==> src/rtl/fault_led_pkg.sv <==
// Purpose: Shared constants and types for the fault, warning and notice supervisor
// Assumes: 50 MHz system clock, asynchronous active-high reset
// Notes:   Timing counts derive from times in milliseconds
package fault_led_pkg;

	// Timing in milliseconds and derived cycle counts
	localparam int CLK_HZ          = 50_000_000;
	localparam int LAMP_TEST_MS    = 500;
	localparam int BLINK_ON_MS     = 200;
	localparam int BLINK_OFF_MS    = 200;
	localparam int GROUP_PAUSE_MS  = 1000;
	localparam int ALT_MS          = 250;
	localparam int TICK_MS         = 1;
	localparam int TICK_CYCLES     = (CLK_HZ / 1000) * TICK_MS;
	localparam int LAMP_TEST_TICKS = LAMP_TEST_MS / TICK_MS;
	localparam int BLINK_ON_TICKS  = BLINK_ON_MS / TICK_MS;
	localparam int BLINK_OFF_TICKS = BLINK_OFF_MS / TICK_MS;
	localparam int PAUSE_TICKS     = GROUP_PAUSE_MS / TICK_MS;
	localparam int ALT_TICKS       = ALT_MS / TICK_MS;

	// Blink counts per condition
	localparam logic [2:0] BLINKS_HOT   = 3'h1;
	localparam logic [2:0] BLINKS_LOGHI = 3'h3;
	localparam logic [2:0] BLINKS_LOGLO = 3'h4;
	localparam logic [2:0] BLINKS_MAINH = 3'h5;

	// Temperature thresholds, degrees C, and full current limit
	localparam logic [7:0] TEMP_WARN  = 8'h55;
	localparam logic [7:0] TEMP_FAULT = 8'h64;
	localparam logic [7:0] LIMIT_FULL = 8'hFF;

	// Motor drive response
	typedef enum logic [1:0] {
		DRIVE_RUN,
		DRIVE_LIMIT,
		DRIVE_FREEWHEEL,
		DRIVE_BRAKE
	} drive_t;

	// Raw condition inputs
	typedef struct packed {
		logic estop;
		logic overCurrent;
		logic logicHigh;
		logic logicLow;
		logic mainHighErr;
		logic mainHighWarn;
		logic mainLowWarn;
		logic overVoltage;
	} cond_t;

	// Indicator pattern: red plus two greens
	typedef struct packed {
		logic errorLed;
		logic green_indicator_one;
		logic green_indicator_two;
	} leds_t;

endpackage

==> src/rtl/pin_sync.sv <==
// Purpose: Three-stage synchroniser with agreement filter for one pin
// Assumes: Single clock domain after the first stage
// Notes:   Output changes only once stages two and three agree
`timescale 1ns/1ps
`default_nettype none
module pin_sync (
	// Clock and reset
	input  wire logic clk,
	input  wire logic rst,
	// Pin and filtered level
	input  wire logic pin,
	output var  logic level
);
	logic s1;
	logic s2;
	logic s3;
	logic next_level;

	// First stage feeds only the second
	always_comb begin
		next_level = level;
		if (s2 == s3) begin
			next_level = s3;
		end
	end

	always_ff @(posedge clk or posedge rst) begin
		if (rst) begin
			s1    <= 1'b0;
			s2    <= 1'b0;
			s3    <= 1'b0;
			level <= 1'b0;
		end else begin
			s1    <= pin;
			s2    <= s1;
			s3    <= s2;
			level <= next_level;
		end
	end
endmodule // pin_sync
`default_nettype wire

==> src/rtl/fault_led_and_drive_protection.sv <==
// Purpose: Supervises faults, warnings and notices; drives LEDs, motor response and clamp output
// Assumes: Condition pins asynchronous, temperature word synchronous to clk
// Notes:   Latched errors clear only on reset; display shows most severe condition
`timescale 1ns/1ps
`default_nettype none
module fault_led_and_drive_protection (
	// Clock and reset
	input  wire logic                  clk,
	input  wire logic                  rst,
	// Condition pins
	input  wire fault_led_pkg::cond_t  condPins,
	input  wire logic [7:0]            temperature,
	input  wire logic                  bootMode,
	input  wire logic                  updateDone,
	// Configuration
	input  wire logic                  clampEnable,
	input  wire logic                  clampInvert,
	input  wire logic                  bridgeEnable,
	// Indicators
	output var  fault_led_pkg::leds_t  leds,
	// Motor drive
	output var  fault_led_pkg::drive_t driveOne,
	output var  fault_led_pkg::drive_t driveTwo,
	output var  logic                  channelEnableOne,
	output var  logic                  channelEnableTwo,
	output var  logic                  bridged,
	output var  logic [7:0]            currentLimit,
	output var  logic [8:0]            peakCurrentScale,
	// Digital output
	output var  logic                  clampOut,
	output var  logic                  faultActive
);
	// Synchronised condition levels
	fault_led_pkg::cond_t cond;

	genvar gi;
	generate
		for (gi = 0; gi < 8; gi++) begin : g_sync
			pin_sync u_sync (
				.clk   (clk),
				.rst   (rst),
				.pin   (condPins[gi]),
				.level (cond[gi])
			);
		end
	endgenerate

	// Millisecond tick divider
	logic [15:0] divCount;
	logic [15:0] next_divCount;
	logic        tick;
	logic        next_tick;

	always_comb begin
		next_tick     = 1'b0;
		next_divCount = divCount + 16'h0001;
		if (divCount == 16'(fault_led_pkg::TICK_CYCLES - 1)) begin
			next_divCount = 16'h0000;
			next_tick     = 1'b1;
		end
	end

	always_ff @(posedge clk or posedge rst) begin
		if (rst) begin
			divCount <= 16'h0000;
			tick     <= 1'b0;
		end else begin
			divCount <= next_divCount;
			tick     <= next_tick;
		end
	end

	// Latched errors hold until reset
	logic latchLogHi;
	logic latchLogLo;
	logic latchMainHi;
	logic next_latchLogHi;
	logic next_latchLogLo;
	logic next_latchMainHi;
	logic bootNotice;
	logic next_bootNotice;
	logic bootSeen;
	logic next_bootSeen;

	always_comb begin
		next_latchLogHi  = latchLogHi | cond.logicHigh;
		next_latchLogLo  = latchLogLo | cond.logicLow;
		next_latchMainHi = latchMainHi | cond.mainHighErr;
		// Boot notice caught once after release; update completion clears it
		next_bootSeen   = 1'b1;
		next_bootNotice = bootNotice;
		if (!bootSeen) begin
			next_bootNotice = bootMode;
		end else if (updateDone) begin
			next_bootNotice = 1'b0;
		end
	end

	always_ff @(posedge clk or posedge rst) begin
		if (rst) begin
			latchLogHi  <= 1'b0;
			latchLogLo  <= 1'b0;
			latchMainHi <= 1'b0;
			bootNotice  <= 1'b0;
			bootSeen    <= 1'b0;
		end else begin
			latchLogHi  <= next_latchLogHi;
			latchLogLo  <= next_latchLogLo;
			latchMainHi <= next_latchMainHi;
			bootNotice  <= next_bootNotice;
			bootSeen    <= next_bootSeen;
		end
	end

	// Classify the present condition by severity
	logic       overHot;
	logic       warmWarn;
	logic       anyFault;
	logic       anyWarn;
	logic [2:0] blinkCount;

	assign overHot  = temperature > fault_led_pkg::TEMP_FAULT;
	assign warmWarn = temperature > fault_led_pkg::TEMP_WARN;
	assign anyFault = cond.estop | overHot | latchLogHi | latchLogLo | latchMainHi;
	assign anyWarn  = warmWarn | cond.overCurrent | cond.mainHighWarn | cond.mainLowWarn;

	// Highest latched code wins; blink count zero means no blink code
	always_comb begin
		blinkCount = 3'h0;
		if (latchMainHi) begin
			blinkCount = fault_led_pkg::BLINKS_MAINH;
		end else if (latchLogLo) begin
			blinkCount = fault_led_pkg::BLINKS_LOGLO;
		end else if (latchLogHi) begin
			blinkCount = fault_led_pkg::BLINKS_LOGHI;
		end else if (overHot) begin
			blinkCount = fault_led_pkg::BLINKS_HOT;
		end
	end

	// Blink sequencer: on, off, repeated, then a group pause
	typedef enum logic [1:0] {
		SEQ_IDLE,
		SEQ_ON,
		SEQ_OFF,
		SEQ_PAUSE
	} seq_t;

	seq_t        seqState;
	seq_t        next_seqState;
	logic [10:0] seqTicks;
	logic [10:0] next_seqTicks;
	logic [2:0]  seqDone;
	logic [2:0]  next_seqDone;

	always_comb begin
		next_seqState = seqState;
		next_seqTicks = seqTicks;
		next_seqDone  = seqDone;
		if (blinkCount == 3'h0) begin
			next_seqState = SEQ_IDLE;
		end else if (tick) begin
			next_seqTicks = seqTicks + 11'h001;
			case (seqState)
				SEQ_IDLE: begin
					next_seqState = SEQ_ON;
					next_seqTicks = 11'h000;
					next_seqDone  = 3'h0;
				end
				SEQ_ON: begin
					if (seqTicks >= 11'(fault_led_pkg::BLINK_ON_TICKS - 1)) begin
						next_seqState = SEQ_OFF;
						next_seqTicks = 11'h000;
						next_seqDone  = seqDone + 3'h1;
					end
				end
				SEQ_OFF: begin
					if (seqTicks >= 11'(fault_led_pkg::BLINK_OFF_TICKS - 1)) begin
						next_seqTicks = 11'h000;
						next_seqState = (seqDone >= blinkCount) ? SEQ_PAUSE : SEQ_ON;
					end
				end
				SEQ_PAUSE: begin
					if (seqTicks >= 11'(fault_led_pkg::PAUSE_TICKS - 1)) begin
						next_seqState = SEQ_ON;
						next_seqTicks = 11'h000;
						next_seqDone  = 3'h0;
					end
				end
				default: begin
					next_seqState = SEQ_IDLE;
				end
			endcase
		end
	end

	always_ff @(posedge clk or posedge rst) begin
		if (rst) begin
			seqState <= SEQ_IDLE;
			seqTicks <= 11'h000;
			seqDone  <= 3'h0;
		end else begin
			seqState <= next_seqState;
			seqTicks <= next_seqTicks;
			seqDone  <= next_seqDone;
		end
	end

	// Lamp test timer and green alternation timer
	logic [9:0] lampTicks;
	logic [9:0] next_lampTicks;
	logic       lampTest;
	logic [9:0] altTicks;
	logic [9:0] next_altTicks;
	logic       altPhase;
	logic       next_altPhase;

	assign lampTest = lampTicks != 10'(fault_led_pkg::LAMP_TEST_TICKS);

	always_comb begin
		next_lampTicks = lampTicks;
		next_altTicks  = altTicks;
		next_altPhase  = altPhase;
		if (tick && lampTest) begin
			next_lampTicks = lampTicks + 10'h001;
		end
		if (tick) begin
			next_altTicks = altTicks + 10'h001;
			if (altTicks >= 10'(fault_led_pkg::ALT_TICKS - 1)) begin
				next_altTicks = 10'h000;
				next_altPhase = ~altPhase;
			end
		end
	end

	always_ff @(posedge clk or posedge rst) begin
		if (rst) begin
			lampTicks <= 10'h000;
			altTicks  <= 10'h000;
			altPhase  <= 1'b0;
		end else begin
			lampTicks <= next_lampTicks;
			altTicks  <= next_altTicks;
			altPhase  <= next_altPhase;
		end
	end

	// Indicator pattern, most severe first
	fault_led_pkg::leds_t next_leds;

	always_comb begin
		next_leds = '0;
		if (lampTest) begin
			next_leds = 3'b111;
		end else if (cond.estop) begin
			next_leds = 3'b111;
		end else if (blinkCount != 3'h0) begin
			next_leds.errorLed = (seqState == SEQ_ON);
		end else if (anyWarn) begin
			next_leds.errorLed = 1'b1;
		end else if (bootNotice) begin
			next_leds.green_indicator_one = altPhase;
			next_leds.green_indicator_two = ~altPhase;
		end
	end

	// Drive response; braking outranks freewheel, freewheel outranks limiting
	fault_led_pkg::drive_t next_drive;
	logic [7:0]            next_limit;
	logic [7:0]            derate;

	// Linear derating: sixteen steps of limit per degree above the warning point
	assign derate = (temperature - fault_led_pkg::TEMP_WARN) << 4;

	always_comb begin
		next_drive = fault_led_pkg::DRIVE_RUN;
		next_limit = fault_led_pkg::LIMIT_FULL;
		if (warmWarn) begin
			next_limit = fault_led_pkg::LIMIT_FULL - derate;
			next_drive = fault_led_pkg::DRIVE_LIMIT;
		end
		if (cond.overCurrent) begin
			next_drive = fault_led_pkg::DRIVE_LIMIT;
		end
		if (cond.mainLowWarn) begin
			next_drive = fault_led_pkg::DRIVE_FREEWHEEL;
		end
		if (overHot || latchLogHi || latchLogLo) begin
			next_drive = fault_led_pkg::DRIVE_FREEWHEEL;
		end
		if (cond.mainHighWarn || latchMainHi || cond.estop) begin
			next_drive = fault_led_pkg::DRIVE_BRAKE;
		end
	end

	// Registered outputs
	always_ff @(posedge clk or posedge rst) begin
		if (rst) begin
			leds             <= '0;
			driveOne         <= fault_led_pkg::DRIVE_RUN;
			driveTwo         <= fault_led_pkg::DRIVE_RUN;
			channelEnableOne <= 1'b0;
			channelEnableTwo <= 1'b0;
			bridged          <= 1'b0;
			currentLimit     <= fault_led_pkg::LIMIT_FULL;
			peakCurrentScale <= 9'h0FF;
			clampOut         <= 1'b0;
			faultActive      <= 1'b0;
		end else begin
			leds             <= next_leds;
			driveOne         <= next_drive;
			driveTwo         <= next_drive;
			channelEnableOne <= ~anyFault;
			channelEnableTwo <= ~anyFault;
			bridged          <= bridgeEnable;
			currentLimit     <= next_limit;
			// Bridged channel sees the sum of both peaks
			peakCurrentScale <= bridgeEnable ? {next_limit, 1'b0} : {1'b0, next_limit};
			clampOut         <= (clampEnable & cond.overVoltage) ^ clampInvert;
			faultActive      <= anyFault;
		end
	end
endmodule // fault_led_and_drive_protection
`default_nettype wire

==> config.mk <==
export PLATFORM = sky130hd
export DESIGN_NAME = fault_led_and_drive_protection
export DESIGN_NICKNAME = d
export VERILOG_FILES = /design/src/rtl/fault_led_pkg.sv /design/src/rtl/pin_sync.sv /design/src/rtl/fault_led_and_drive_protection.sv
export SDC_FILE = /design/constraint.sdc
export NUM_CORES = 1
export LEC_CHECK = 0
export BUFFER_PORTS_ARGS = -buffer_cell sky130_fd_sc_hd__buf_2
export CELL_PAD_IN_SITES_DETAIL_PLACEMENT = 0
export CELL_PAD_IN_SITES_GLOBAL_PLACEMENT = 1
export CORE_AREA = 2 2 107 109
export CTS_CLUSTER_SIZE = 40
export DETAILED_ROUTE_END_ITERATION = 8
export DIE_AREA = 0 0 109 111
export PLACE_DENSITY_LB_ADDON = 0.1
export SETUP_SLACK_MARGIN = 0.15
export SKIP_CTS_REPAIR_TIMING = 1
export SLEW_MARGIN = 20
export SYNTH_ARGS = -nofsm -noshare
export SYNTH_HDL_FRONTEND = slang
export SYNTH_SLANG_ARGS = --single-unit
==> constraint.sdc <==
create_clock -name clk -period 8.3 [get_ports clk]
set_input_delay 2.075 -clock clk [delete_from_list [all_inputs] [get_ports clk]]
set_output_delay 2.075 -clock clk [all_outputs]
set_load 0.005 [all_outputs]
==> summary.md, run 1 <==
| Metric | Value |
|---|---|
| Most frequent CP cell | ha_1 |
| Total wire length | 8.313 mm |
| Pint | 0.8145 mW |
| Leakage | 2.494 nW |
| Sequential power share | 53.0% |
| Nets | 502 |
| Gate Count Post-Synth | 415 |
| Core Rows | 39 |
| Status | completed |
| Total CTS buffers | 9 |
| Port bufs | 44 |
| Crit path buffers/inverters | 2 |
| Slowest stage cell, crit path | o311ai_2 |
| Clock power share | 42.9% |
| Ys async rst share | 100.0% |
| Fin. max-slew vios | 0 |
| Commonest cells after routing, fill and taps aside | dfrtp_1 (101), buf_2 (44), nor2_1 (33) |
| Worst min path class | reg2reg |
| WHS | 0.3502 ns |
| Max-cap violation count | 0 |
| Synth Warn # | 0 |
| Max Clock Freq | 236.2 MHz |
| Fin util | 49.24% |
| Critical Path Sink Type | flip-flop |
| First-pass GRT wire length | 14.46 mm |
| Fin. Hold Viols | 0 |
| Die height | 111 microns |
| Power density over the cells | 194.2 nW/um^2 |
| Ports | 52 |
| Starting density of the core | 43.49% |
| Vias | 3070 |
| Antenna Nets Post-Route | 0 |
| CTS Root Cell | clkbuf_16 |
| Initial antenna violation count | 0 |
| Reg clk slew, reported paths | 0.08 ns |
| Critical path's top delay family | compound AO/OA/AOI/OAI gates |
| CTS tree | yes |
| Register area share after synthesis | 57.38% |
| CTS H-tree depth | 3 |
| Synth Area per Inst | 11.61 sq um |
| Fin Setup TNS | 0 ns |
| Clock Latency Late Sink | 0.35 ns |
| RSZ-0062 raised after global routing | false |
| CP max stage delay | 0.42 ns |
| Share of Yosys cell area claimed by the top area cell type | 52.47% |
| DRC | 0 |
| Worst Path Required | 8.54 ns |
| Least-Margin Pin Slew | 0.9232 ns |
| Share of cells above drive strength 1 | 19.96% |
| Core footprint | 11080 sq um |
| Post-synth top flop | dfrtp_1 |
| Worst-path fanout max | 6 |
| Final setup fails | 0 |
| Synth top area cells | dfrtp_1 (52%), dfstp_2 (4.9%), ha_1 (4.7%), xnor2_1 (3.3%), nor2_1 (2.6%) |
| 1st-pass router iterations | 4 |
| Slew HR | 38.45% |
| FF-to-FF setup slack | 5.96 ns |
| First-iteration detailed-routing DRC count | 107 |
| Fillers | 1010 |
| P_sw | 0.2448 mW |
| Commonest non-fill, non-tap cell in the layout | dfrtp_1 |
| Area leader, netlist | dfrtp_1 |
| Setup WS post-layout | 4.067 ns |
| Worst Setup Start Kind | input port |
| Minimum clock period | 4.233 ns |
| Largest net degree at the start of global routing | 76 |
| Total design power | 1.059 mW |
| HPWL after DPL | 5.740 mm |
| Post-synth EDFFs | 0 |
| Die width | 109 microns |
| Number of synthesized register bits | 110 |
| Gate power share | 4.1% |
| Via density | 5.041 |
| Critical path class | in2reg |
| Clock Skews | 0.008760 ns |
| CP cell instances | buf_2, inv_1, ha_1, nor2b_1, o311ai_2, a21oi_1, or2_2, ha_1, nand2b_1, a21o_1, a211o_1, o2111ai_1, mux2i_1 |
| # clock sinks | 110 |
| Gr ovfl total | 0 |
| GR Util All Layers | 15.37% |
| Distinct cells, synth | 62 |
| Final worst-path cycle share | 51.00% |
| Max Buffers Root-to-Sink | 2 |
| Setup WS pre-CTS | 3.718 ns |
| Die Area | 12100 sq um |
| Placer Congestion | 0.8031 |
| Worst EP arrival | 4.47 ns |
| Switching share of power | 23.11% |
| Mapped cell area | 4817 sq um |
| Number of global-route vias before repair | 3082 |
| WL/cell | 13.65 microns |
| Ant. Diodes | 0 |
| VDD IR max | 0.1677 mV |
| Synth-to-layout area growth | 13.22% |
## final timing paths
check,from,endpoint,depth (start not counted)
max reg2reg,seqState[0]$_DFFE_PP0P_,seqTicks[0]$_DFFE_PP0P_,7
max in group asynchronous,rst,seqTicks[6]$_DFFE_PP0P_,3
min in group asynchronous,rst,divCount[14]$_DFF_PP0_,2
max,temperature[0],seqState[1]$_DFFE_PP0P_,13
min reg2reg,g_sync[6].u_sync.s1$_DFF_PP0_,g_sync[6].u_sync.s2$_DFF_PP0_,0
min,g_sync[6].u_sync.s1$_DFF_PP0_,g_sync[6].u_sync.s2$_DFF_PP0_,0
## power by group through the flow
stage	clock (mW)	sequential (mW)	combinational, mW
4_1_cts	0.474	0.562	0.0451
3_5_place_dp	0	0.572	0.0446
3_3_place_gp	0	0.572	0.0442
6_report	0.455	0.561	0.0435
2_1_floorplan	0	0.571	0.0274
5_1_grt	0.497	0.563	0.0505
## cell families after synthesis
family | share of synthesized area (%)
flops | 57.38
compound gates | 8.520
other cells | 0.07785
xor+xnor | 5.636
simple gates | 16.52
buf+inv | 4.026
mux | 1.507
fa+ha+maj | 6.338
## flip-flops by register name (all words and copies together) (netlist names), 2 cells and up
register	cells
g_sync.u_sync.s1	8
altTicks	10
leds	3
driveTwo	2
peakCurrentScale	6
g_sync.u_sync.s2	8
seqTicks	11
seqState	2
currentLimit	4
divCount	16
g_sync.u_sync.level	8
lampTicks	10
seqDone	3
g_sync.u_sync.s3	8
## area by class of cell
class | count | area, sq um | share of cell area (%)
Multi-Input combinational cell | 275 | 1886 | 34.57
Clock buffer | 9 | 225.2 | 4.129
Clock inverter | 7 | 95.09 | 1.744
Inverter | 20 | 77.57 | 1.422
Sequential cell | 110 | 2764 | 50.68
Tap cell | 143 | 178.9 | 3.281
Timing Repair Buffer | 45 | 227.7 | 4.175
## metrics by stage
step	cell area, sq um	std cells
6_report	5454	609
5_1_grt	5454	609
4_1_cts	5454	609
3_5_place_dp	5134	593
3_3_place_gp	5134	593
2_1_floorplan	4843	422
## layer usage
layer | wire length, microns | GRT usage [%] | vias to the layer above
met2 | 3738 | 23.06 | 46
met4 | 157 | 5.214 | 0
li1 | - | - | 1510
met5 | 0 | 0 | -
met1 | 4028 | 20.67 | 1500
met3 | 389 | 5.409 | 14
## Yosys cell counts, types with 3 or more instances
cell type	instances
dfrtp_1	101
nor2_1	33
nand2_1	32
inv_1	20
ha_1	18
xnor2_1	18
o21ai_0	17
xor2_1	13
nand3_1	11
nand4_1	11
buf_4	10
and3_1	9
dfstp_2	9
maj3_1	8
nor2b_1	8
a21oi_1	6
a22o_1	6
nand2b_1	6
nor3_1	6
mux2i_1	5
or2_2	5
nor4_1	4
a211o_1	3
a21o_1	3
clkbuf_1	3
(Power assumes the default switching activity.)
==> run 2, diff against run 1 <==
==> constraint.sdc (replaced) <==
create_clock -name clk -period 3.9 [get_ports clk]
set_input_delay 0.975 -clock clk [delete_from_list [all_inputs] [get_ports clk]]
set_output_delay 0.975 -clock clk [all_outputs]
set_load 0.005 [all_outputs]
==> run 2 against run 1 <==
Final area rose by 0.32%; clock skew fell by 0.0030 ns; wire length fell by 0.51%; count of clock-buffer cells in the layout did not move; first-iteration DRC count rose by 74%; largest power group unchanged; die area did not move; total power rose by 110%; largest cell class unchanged; highest routed layer unchanged; setup slack got worse by 3.3 ns; clock power rose by 100%; worst hold slack improved by 0.0017 ns; utilization rose by 0.16 points; sequential share of layout area fell by 0.16 points.
==> summary.md, run 2 (synthesized netlist as in run 1, its figures left out) <==
| Metric | Value |
|---|---|
| Status | completed |
| Critical path class | in2reg |
| CTS Root Cell | clkbuf_16 |
| Synth-to-layout area growth | 13.58% |
| Worst min path class | reg2reg |
| Max Clock Freq | 323.8 MHz |
| Number of global-route vias before repair | 2998 (-2.7%) |
| WL/cell | 13.54 microns (-0.83%) |
| GR Util All Layers | 15.19% (-0.18 points) |
| Least-Margin Pin Slew | 0.7307 ns (-0.1925 ns) |
| Critical path origin | temperature[0] |
| Max-cap violation count | 0 (unchanged) |
| CP max stage delay | 0.41 ns (about the same) |
| Critical path's top delay family | compound AO/OA/AOI/OAI gates |
| Reg clk slew, reported paths | 0.08 ns (about the same) |
| RSZ-0062 raised after global routing | false |
| Worst Path Required | 4.13 ns (-4.41 ns) |
| Worst r2r src | seqState[0]$_DFFE_PP0P_ |
| Slowest stage cell, crit path | o311ai_2 |
| Antenna Nets Post-Route | 0 (unchanged) |
| Die height | 111 microns (unchanged) |
| Worst-path fanout max | 6 (unchanged) |
| CTS tree | yes |
| CTS H-tree depth | 3 (unchanged) |
| Minimum clock period | 3.089 ns |
| HPWL after DPL | 5.675 mm (-1.1%) |
| Critical Path Sink Type | flip-flop |
| Max Buffers Root-to-Sink | 2 (unchanged) |
| Via density | 4.974 (-1.3%) |
| Fin util | 49.40% (+0.16 points) |
| Ports | 52 (unchanged) |
| Share of cells above drive strength 1 | 20.30% (+0.34 points) |
| Clock Skews | 0.005722 ns (-0.003038 ns) |
| WHS | 0.3519 ns (+0.001687 ns) |
| Biggest regs | divCount (16), seqTicks (11) |
| First-iteration detailed-routing DRC count | 186 (+74%) |
| Hold_sp | g_sync[0].u_sync.s1$_DFF_PP0_ |
| Slew HR | 51.20% (+13 points) |
| Placer Congestion | 0.7636 (-4.9%) |
| First-pass GRT wire length | 14.30 mm (-1.1%) |
| Top reg by flops | divCount |
| Gr ovfl total | 0 (unchanged) |
| Final setup fails | 0 (unchanged) |
| Final worst-path cycle share | 79.20% |
| Leakage | 2.499 nW (+0.19%) |
| Nets | 504 (+0.40%) |
| Max reg flops | 16 (unchanged) |
| VDD IR max | 0.3115 mV (+86%) |
| Commonest non-fill, non-tap cell in the layout | dfrtp_1 |
| Fin. Hold Viols | 0 (unchanged) |
| Worst EP arrival | 3.32 ns (-1.15 ns) |
| Total wire length | 8.271 mm (-0.51%) |
| Die width | 109 microns (unchanged) |
| Core Rows | 39 (unchanged) |
| Port bufs | 44 (unchanged) |
| # clock sinks | 110 (unchanged) |
| DRC | 0 (unchanged) |
| Clock Latency Late Sink | 0.35 ns (about the same) |
| Fin Setup TNS | 0 ns (unchanged) |
| CP cell instances | buf_2, inv_1, ha_1, nor2b_1, o311ai_2, a21oi_1, or2_2, ha_1, nand2b_1, a21o_1, a211o_1, o2111ai_1, mux2i_1 |
| Initial antenna violation count | 0 (unchanged) |
| Most frequent CP cell | ha_1 |
| Commonest cells after routing, fill and taps aside | dfrtp_1 (101), buf_2 (44), nor2_1 (33) |
| Core footprint | 11080 sq um (unchanged) |
| Worst Setup Start Kind | input port |
| Total CTS buffers | 9 (unchanged) |
| Crit path buffers/inverters | 2 (unchanged) |
| Largest net degree at the start of global routing | 111 (+46%) |
| Die Area | 12100 sq um (unchanged) |
| Power density over the cells | 404.9 nW/um^2 (+110%) |
| Vias | 3039 (-1.0%) |
| Fin. max-slew vios | 0 (unchanged) |
| Ant. Diodes | 0 (unchanged) |
| 1st-pass router iterations | 4 (unchanged) |
| Starting density of the core | 43.49% (unchanged) |
## run 2: per-stage QoR
stage | total power, mW | cell area (sq um) | setup slack, ns | cells
6_report | 2.215 | 5472 | 0.8112 | 611
5_1_grt | 2.322 | 5472 | 0.5979 | 611
4_1_cts | 2.259 | 5472 | 0.8203 | 611
3_5_place_dp | 1.315 | 5162 | 0.4472 | 595
3_3_place_gp | 1.312 | 5162 | 0.4985 | 595
2_1_floorplan | 1.274 | 4847 | 0.7750 | 422
## run 2: layout make-up
class / instances / area (sq um)
Clock buffer: 9 / 225.2
Clock inverter: 7 / 83.83
Fill cell: 1014 / 5605
Inverter: 20 / 78.83
Multi-Input combinational cell: 275 / 1886
Sequential cell: 110 / 2764
Tap cell: 143 / 178.9
Timing Repair Buffer: 47 / 255.2
## run 2: layer usage
metal	routed length, microns	GRT usage (%)	vias to the layer above
met1	4010	20.58	1471
met3	296	4.997	9
met5	0	0	-
li1	-	-	1520
met2	3873	22.77	39
met4	91	5.385	0
## run 2: worst register-to-register path, stage by stage (launching register included)
cell,delay [ns]
dfrtp_1,0.41
inv_1,0.08
ha_1,0.33
or3b_2,0.23
nor4_4,0.04
a211oi_2,0.63
nor2_2,0.20
mux2_2,0.31
## run 2: path summary, 6_finish.rpt
path                                                 endpoint  slack, ns  cells past startpoint
worst max-delay path                  seqState[1]$_DFFE_PP0P_       0.81                     13
min in group asynchronous               divCount[3]$_DFF_PP0_       0.78                      3
worst max register to register        seqTicks[0]$_DFFE_PP0P_       1.55                      7
worst min register to register  g_sync[0].u_sync.s2$_DFF_PP0_       0.35                      0
worst min-delay path            g_sync[0].u_sync.s2$_DFF_PP0_       0.35                      0
max in group asynchronous           currentLimit[7]$_DFF_PP1_       2.70                      3
## run 2: where the power goes
part | internal (mW) | leakage, nW | switching [mW]
registers | 1.18 | 1.35 | 0.0146
logic | 0.0378 | 1.00 | 0.0569
clock network | 0.462 | 0.151 | 0.465
total | 1.68 | 2.50 | 0.537
==> run 3, diff against run 2 <==
--- a/config.mk
+++ b/config.mk
@@ -8,10 +8,10 @@
 export BUFFER_PORTS_ARGS = -buffer_cell sky130_fd_sc_hd__buf_2
 export CELL_PAD_IN_SITES_DETAIL_PLACEMENT = 0
 export CELL_PAD_IN_SITES_GLOBAL_PLACEMENT = 1
-export CORE_AREA = 2 2 107 109
+export CORE_AREA = 2 2 111 113
 export CTS_CLUSTER_SIZE = 40
 export DETAILED_ROUTE_END_ITERATION = 8
-export DIE_AREA = 0 0 109 111
+export DIE_AREA = 0 0 113 115
 export PLACE_DENSITY_LB_ADDON = 0.1
 export SETUP_SLACK_MARGIN = 0.15
 export SKIP_CTS_REPAIR_TIMING = 1
==> constraint.sdc (replaced) <==
create_clock -name clk -period 2.8 [get_ports clk]
set_input_delay 0.7 -clock clk [delete_from_list [all_inputs] [get_ports clk]]
set_output_delay 0.7 -clock clk [all_outputs]
set_load 0.005 [all_outputs]
==> run 3 against run 2 <==
The run now ends with design-rule violations left; sequential power up 39%; count of clock-buffer cells in the layout unchanged; die area up 7.4%; wire length up 2.7%; final area up 1.7%; non-clock buffer count up 6; critical path type unchanged; critical endpoint unchanged; largest power group unchanged.
==> summary.md, run 3 (synthesized netlist as in run 1, its figures left out) <==
| Metric | Value |
|---|---|
| Status | finished, violations left |
| Violated checks | design-rule violations |
| Fin. Hold Viols | 0 (unchanged) |
| Starting density of the core | 40.78% (-2.7 points) |
| Gr ovfl total | 0 (unchanged) |
| Antenna Nets Post-Route | 0 (unchanged) |
| Setup WS pre-CTS | 0.02140 ns (-0.4258 ns) |
| Max Buffers Root-to-Sink | 2 (unchanged) |
| Largest net degree at the start of global routing | 56 (-50%) |
| Worst EP arrival | 2.66 ns (-0.66 ns) |
| Placer Congestion | 0.7539 (-1.3%) |
| Die height | 115 microns (+3.6%) |
| First-iteration detailed-routing DRC count | 160 (-14%) |
| Final worst-path cycle share | 86.56% |
| Final setup fails | 0 (unchanged) |
| Critical Path Sink Type | flip-flop |
| Clock Latency Late Sink | 0.35 ns (about the same) |
| CTS Root Cell | clkbuf_16 |
| Number of global-route vias before repair | 3133 (+4.5%) |
| Slew HR | 56.59% (+5.4 points) |
| Commonest cells after routing, fill and taps aside | dfrtp_1 (101), buf_2 (44), nor2_1 (33) |
| Worst-path fanout max | 3 (-3) |
| WL/cell | 13.67 microns (+1.0%) |
| R2R depth | 8 (+1) |
| Share of cells above drive strength 1 | 22.15% (+1.9 points) |
| Critical path class | in2reg |
| Fin Setup TNS | 0 ns (unchanged) |
| Leakage | 2.540 nW (+1.6%) |
| Biggest regs | divCount (16), seqTicks (11) |
| Crit Reg-Reg Endpoint | seqTicks[0]$_DFFE_PP0P_ |
| Worst r2r src | seqState[0]$_DFFE_PP0P_ |
| Minimum clock period | 2.424 ns |
| Setup WS post-layout | 0.3763 ns (-0.4349 ns) |
| GR Util All Layers | 14.42% (-0.78 points) |
| Nets | 510 (+1.2%) |
| CTS H-tree depth | 3 (unchanged) |
| Via density | 4.960 (-0.28%) |
| Fin. max-slew vios | 0 (unchanged) |
| HPWL after DPL | 6.072 mm (+7.0%) |
| Core footprint | 11810 sq um (+6.6%) |
| FF-to-FF setup slack | 0.53 ns (-1.02 ns) |
| Ports | 52 (unchanged) |
| Clock Skews | 0.006900 ns (+0.001178 ns) |
| Least-Margin Pin Slew | 0.6476 ns (-0.08307 ns) |
| Commonest non-fill, non-tap cell in the layout | dfrtp_1 |
| Worst min path class | in2async |
| VDD IR max | 0.3425 mV (+10%) |
| RSZ-0062 raised after global routing | false |
| Max-cap violation count | 0 (unchanged) |
| Power density over the cells | 563.5 nW/um^2 (+39%) |
| Die width | 113 microns (+3.7%) |
| Total CTS buffers | 9 (unchanged) |
| Top reg by flops | divCount |
| Worst Setup Start Kind | input port |
| 1st-pass router iterations | 6 (+2) |
| Initial antenna violation count | 0 (unchanged) |
| CTS tree | yes |
| Ant. Diodes | 0 (unchanged) |
| First-pass GRT wire length | 14.81 mm (+3.6%) |
| Core Rows | 40 (+2.6%) |
| Synth-to-layout area growth | 15.56% |
| Worst Path Required | 3.03 ns (-1.10 ns) |
| # clock sinks | 110 (unchanged) |
| Max reg flops | 16 (unchanged) |
| Reg clk slew, reported paths | 0.08 ns (about the same) |
| Die Area | 13000 sq um (+7.4%) |
| Max Clock Freq | 412.6 MHz |
| Vias | 3080 (+1.3%) |
| Total wire length | 8.492 mm (+2.7%) |
| Port bufs | 44 (unchanged) |
| DRC | 5 (+5) |
-- run 3: routing by layer --
layer,vias to the layer above,track usage [%],share of wire (%)
li1,1528,-,-
met1,1507,19.26,49
met2,43,22.32,46
met3,2,5.271,4.4
met4,0,4.146,0.54
met5,-,0,0
-- run 3: through the flow --
step | util [%] | power (mW) | std cells | hold WS [ns] | cell area [sq um]
floorplan | - | 1.779 | 422 | 0.3312 | 4885
finish | 47.13 | 3.137 | 621 | 0.2300 | 5567
global placement | 44.45 | 1.843 | 605 | 0.3321 | 5250
global route | 47.13 | 3.289 | 621 | 0.2020 | 5567
CTS | 47.13 | 3.212 | 621 | 0.2026 | 5567
detailed placement | 44.45 | 1.845 | 605 | 0.3347 | 5250
-- run 3: layout make-up --
type                            count  area [sq um]
Clock buffer                        9         225.2
Clock inverter                      7         91.34
Fill cell                        1092          6245
Inverter                           20         83.83
Multi-Input combinational cell    275          1918
Sequential cell                   110          2764
Tap cell                          147         183.9
Timing Repair Buffer               53         300.3
-- run 3: worst max-delay path, cell delays in order --
cell       delay, ns
buf_2           0.12
inv_4           0.06
ha_4            0.15
nor2b_4         0.05
o311ai_4        0.27
a21oi_1         0.10
or2_4           0.23
ha_1            0.26
nand2b_1        0.14
a21o_1          0.17
a211o_1         0.24
o2111ai_1       0.08
mux2i_1         0.09
-- run 3: power by group --
group | leakage [nW] | switching, mW | total [mW] | internal [mW]
Clock | 0.157 | 0.609 | 1.33 | 0.719
Combinational | 1.04 | 0.0848 | 0.145 | 0.0603
Sequential | 1.35 | 0.0209 | 1.66 | 1.64
Total | 2.54 | 0.715 | 3.14 | 2.42
-- run 3: worst max-delay path by stage --
stage | from | endpoint | slack (ns) | cells past startpoint
3_3_place_gp | temperature[1] | seqState[1]$_DFFE_PP0P_ | 0.04 | 13
4_1_cts | temperature[1] | seqState[1]$_DFFE_PP0P_ | 0.40 | 13
2_1_floorplan | temperature[1] | seqState[1]$_DFFE_PP0P_ | 0.16 | 12
3_5_place_dp | temperature[1] | seqState[1]$_DFFE_PP0P_ | 0.02 | 13
6_report | temperature[1] | seqState[1]$_DFFE_PP0P_ | 0.38 | 13
5_1_grt | temperature[1] | seqState[1]$_DFFE_PP0P_ | 0.28 | 13
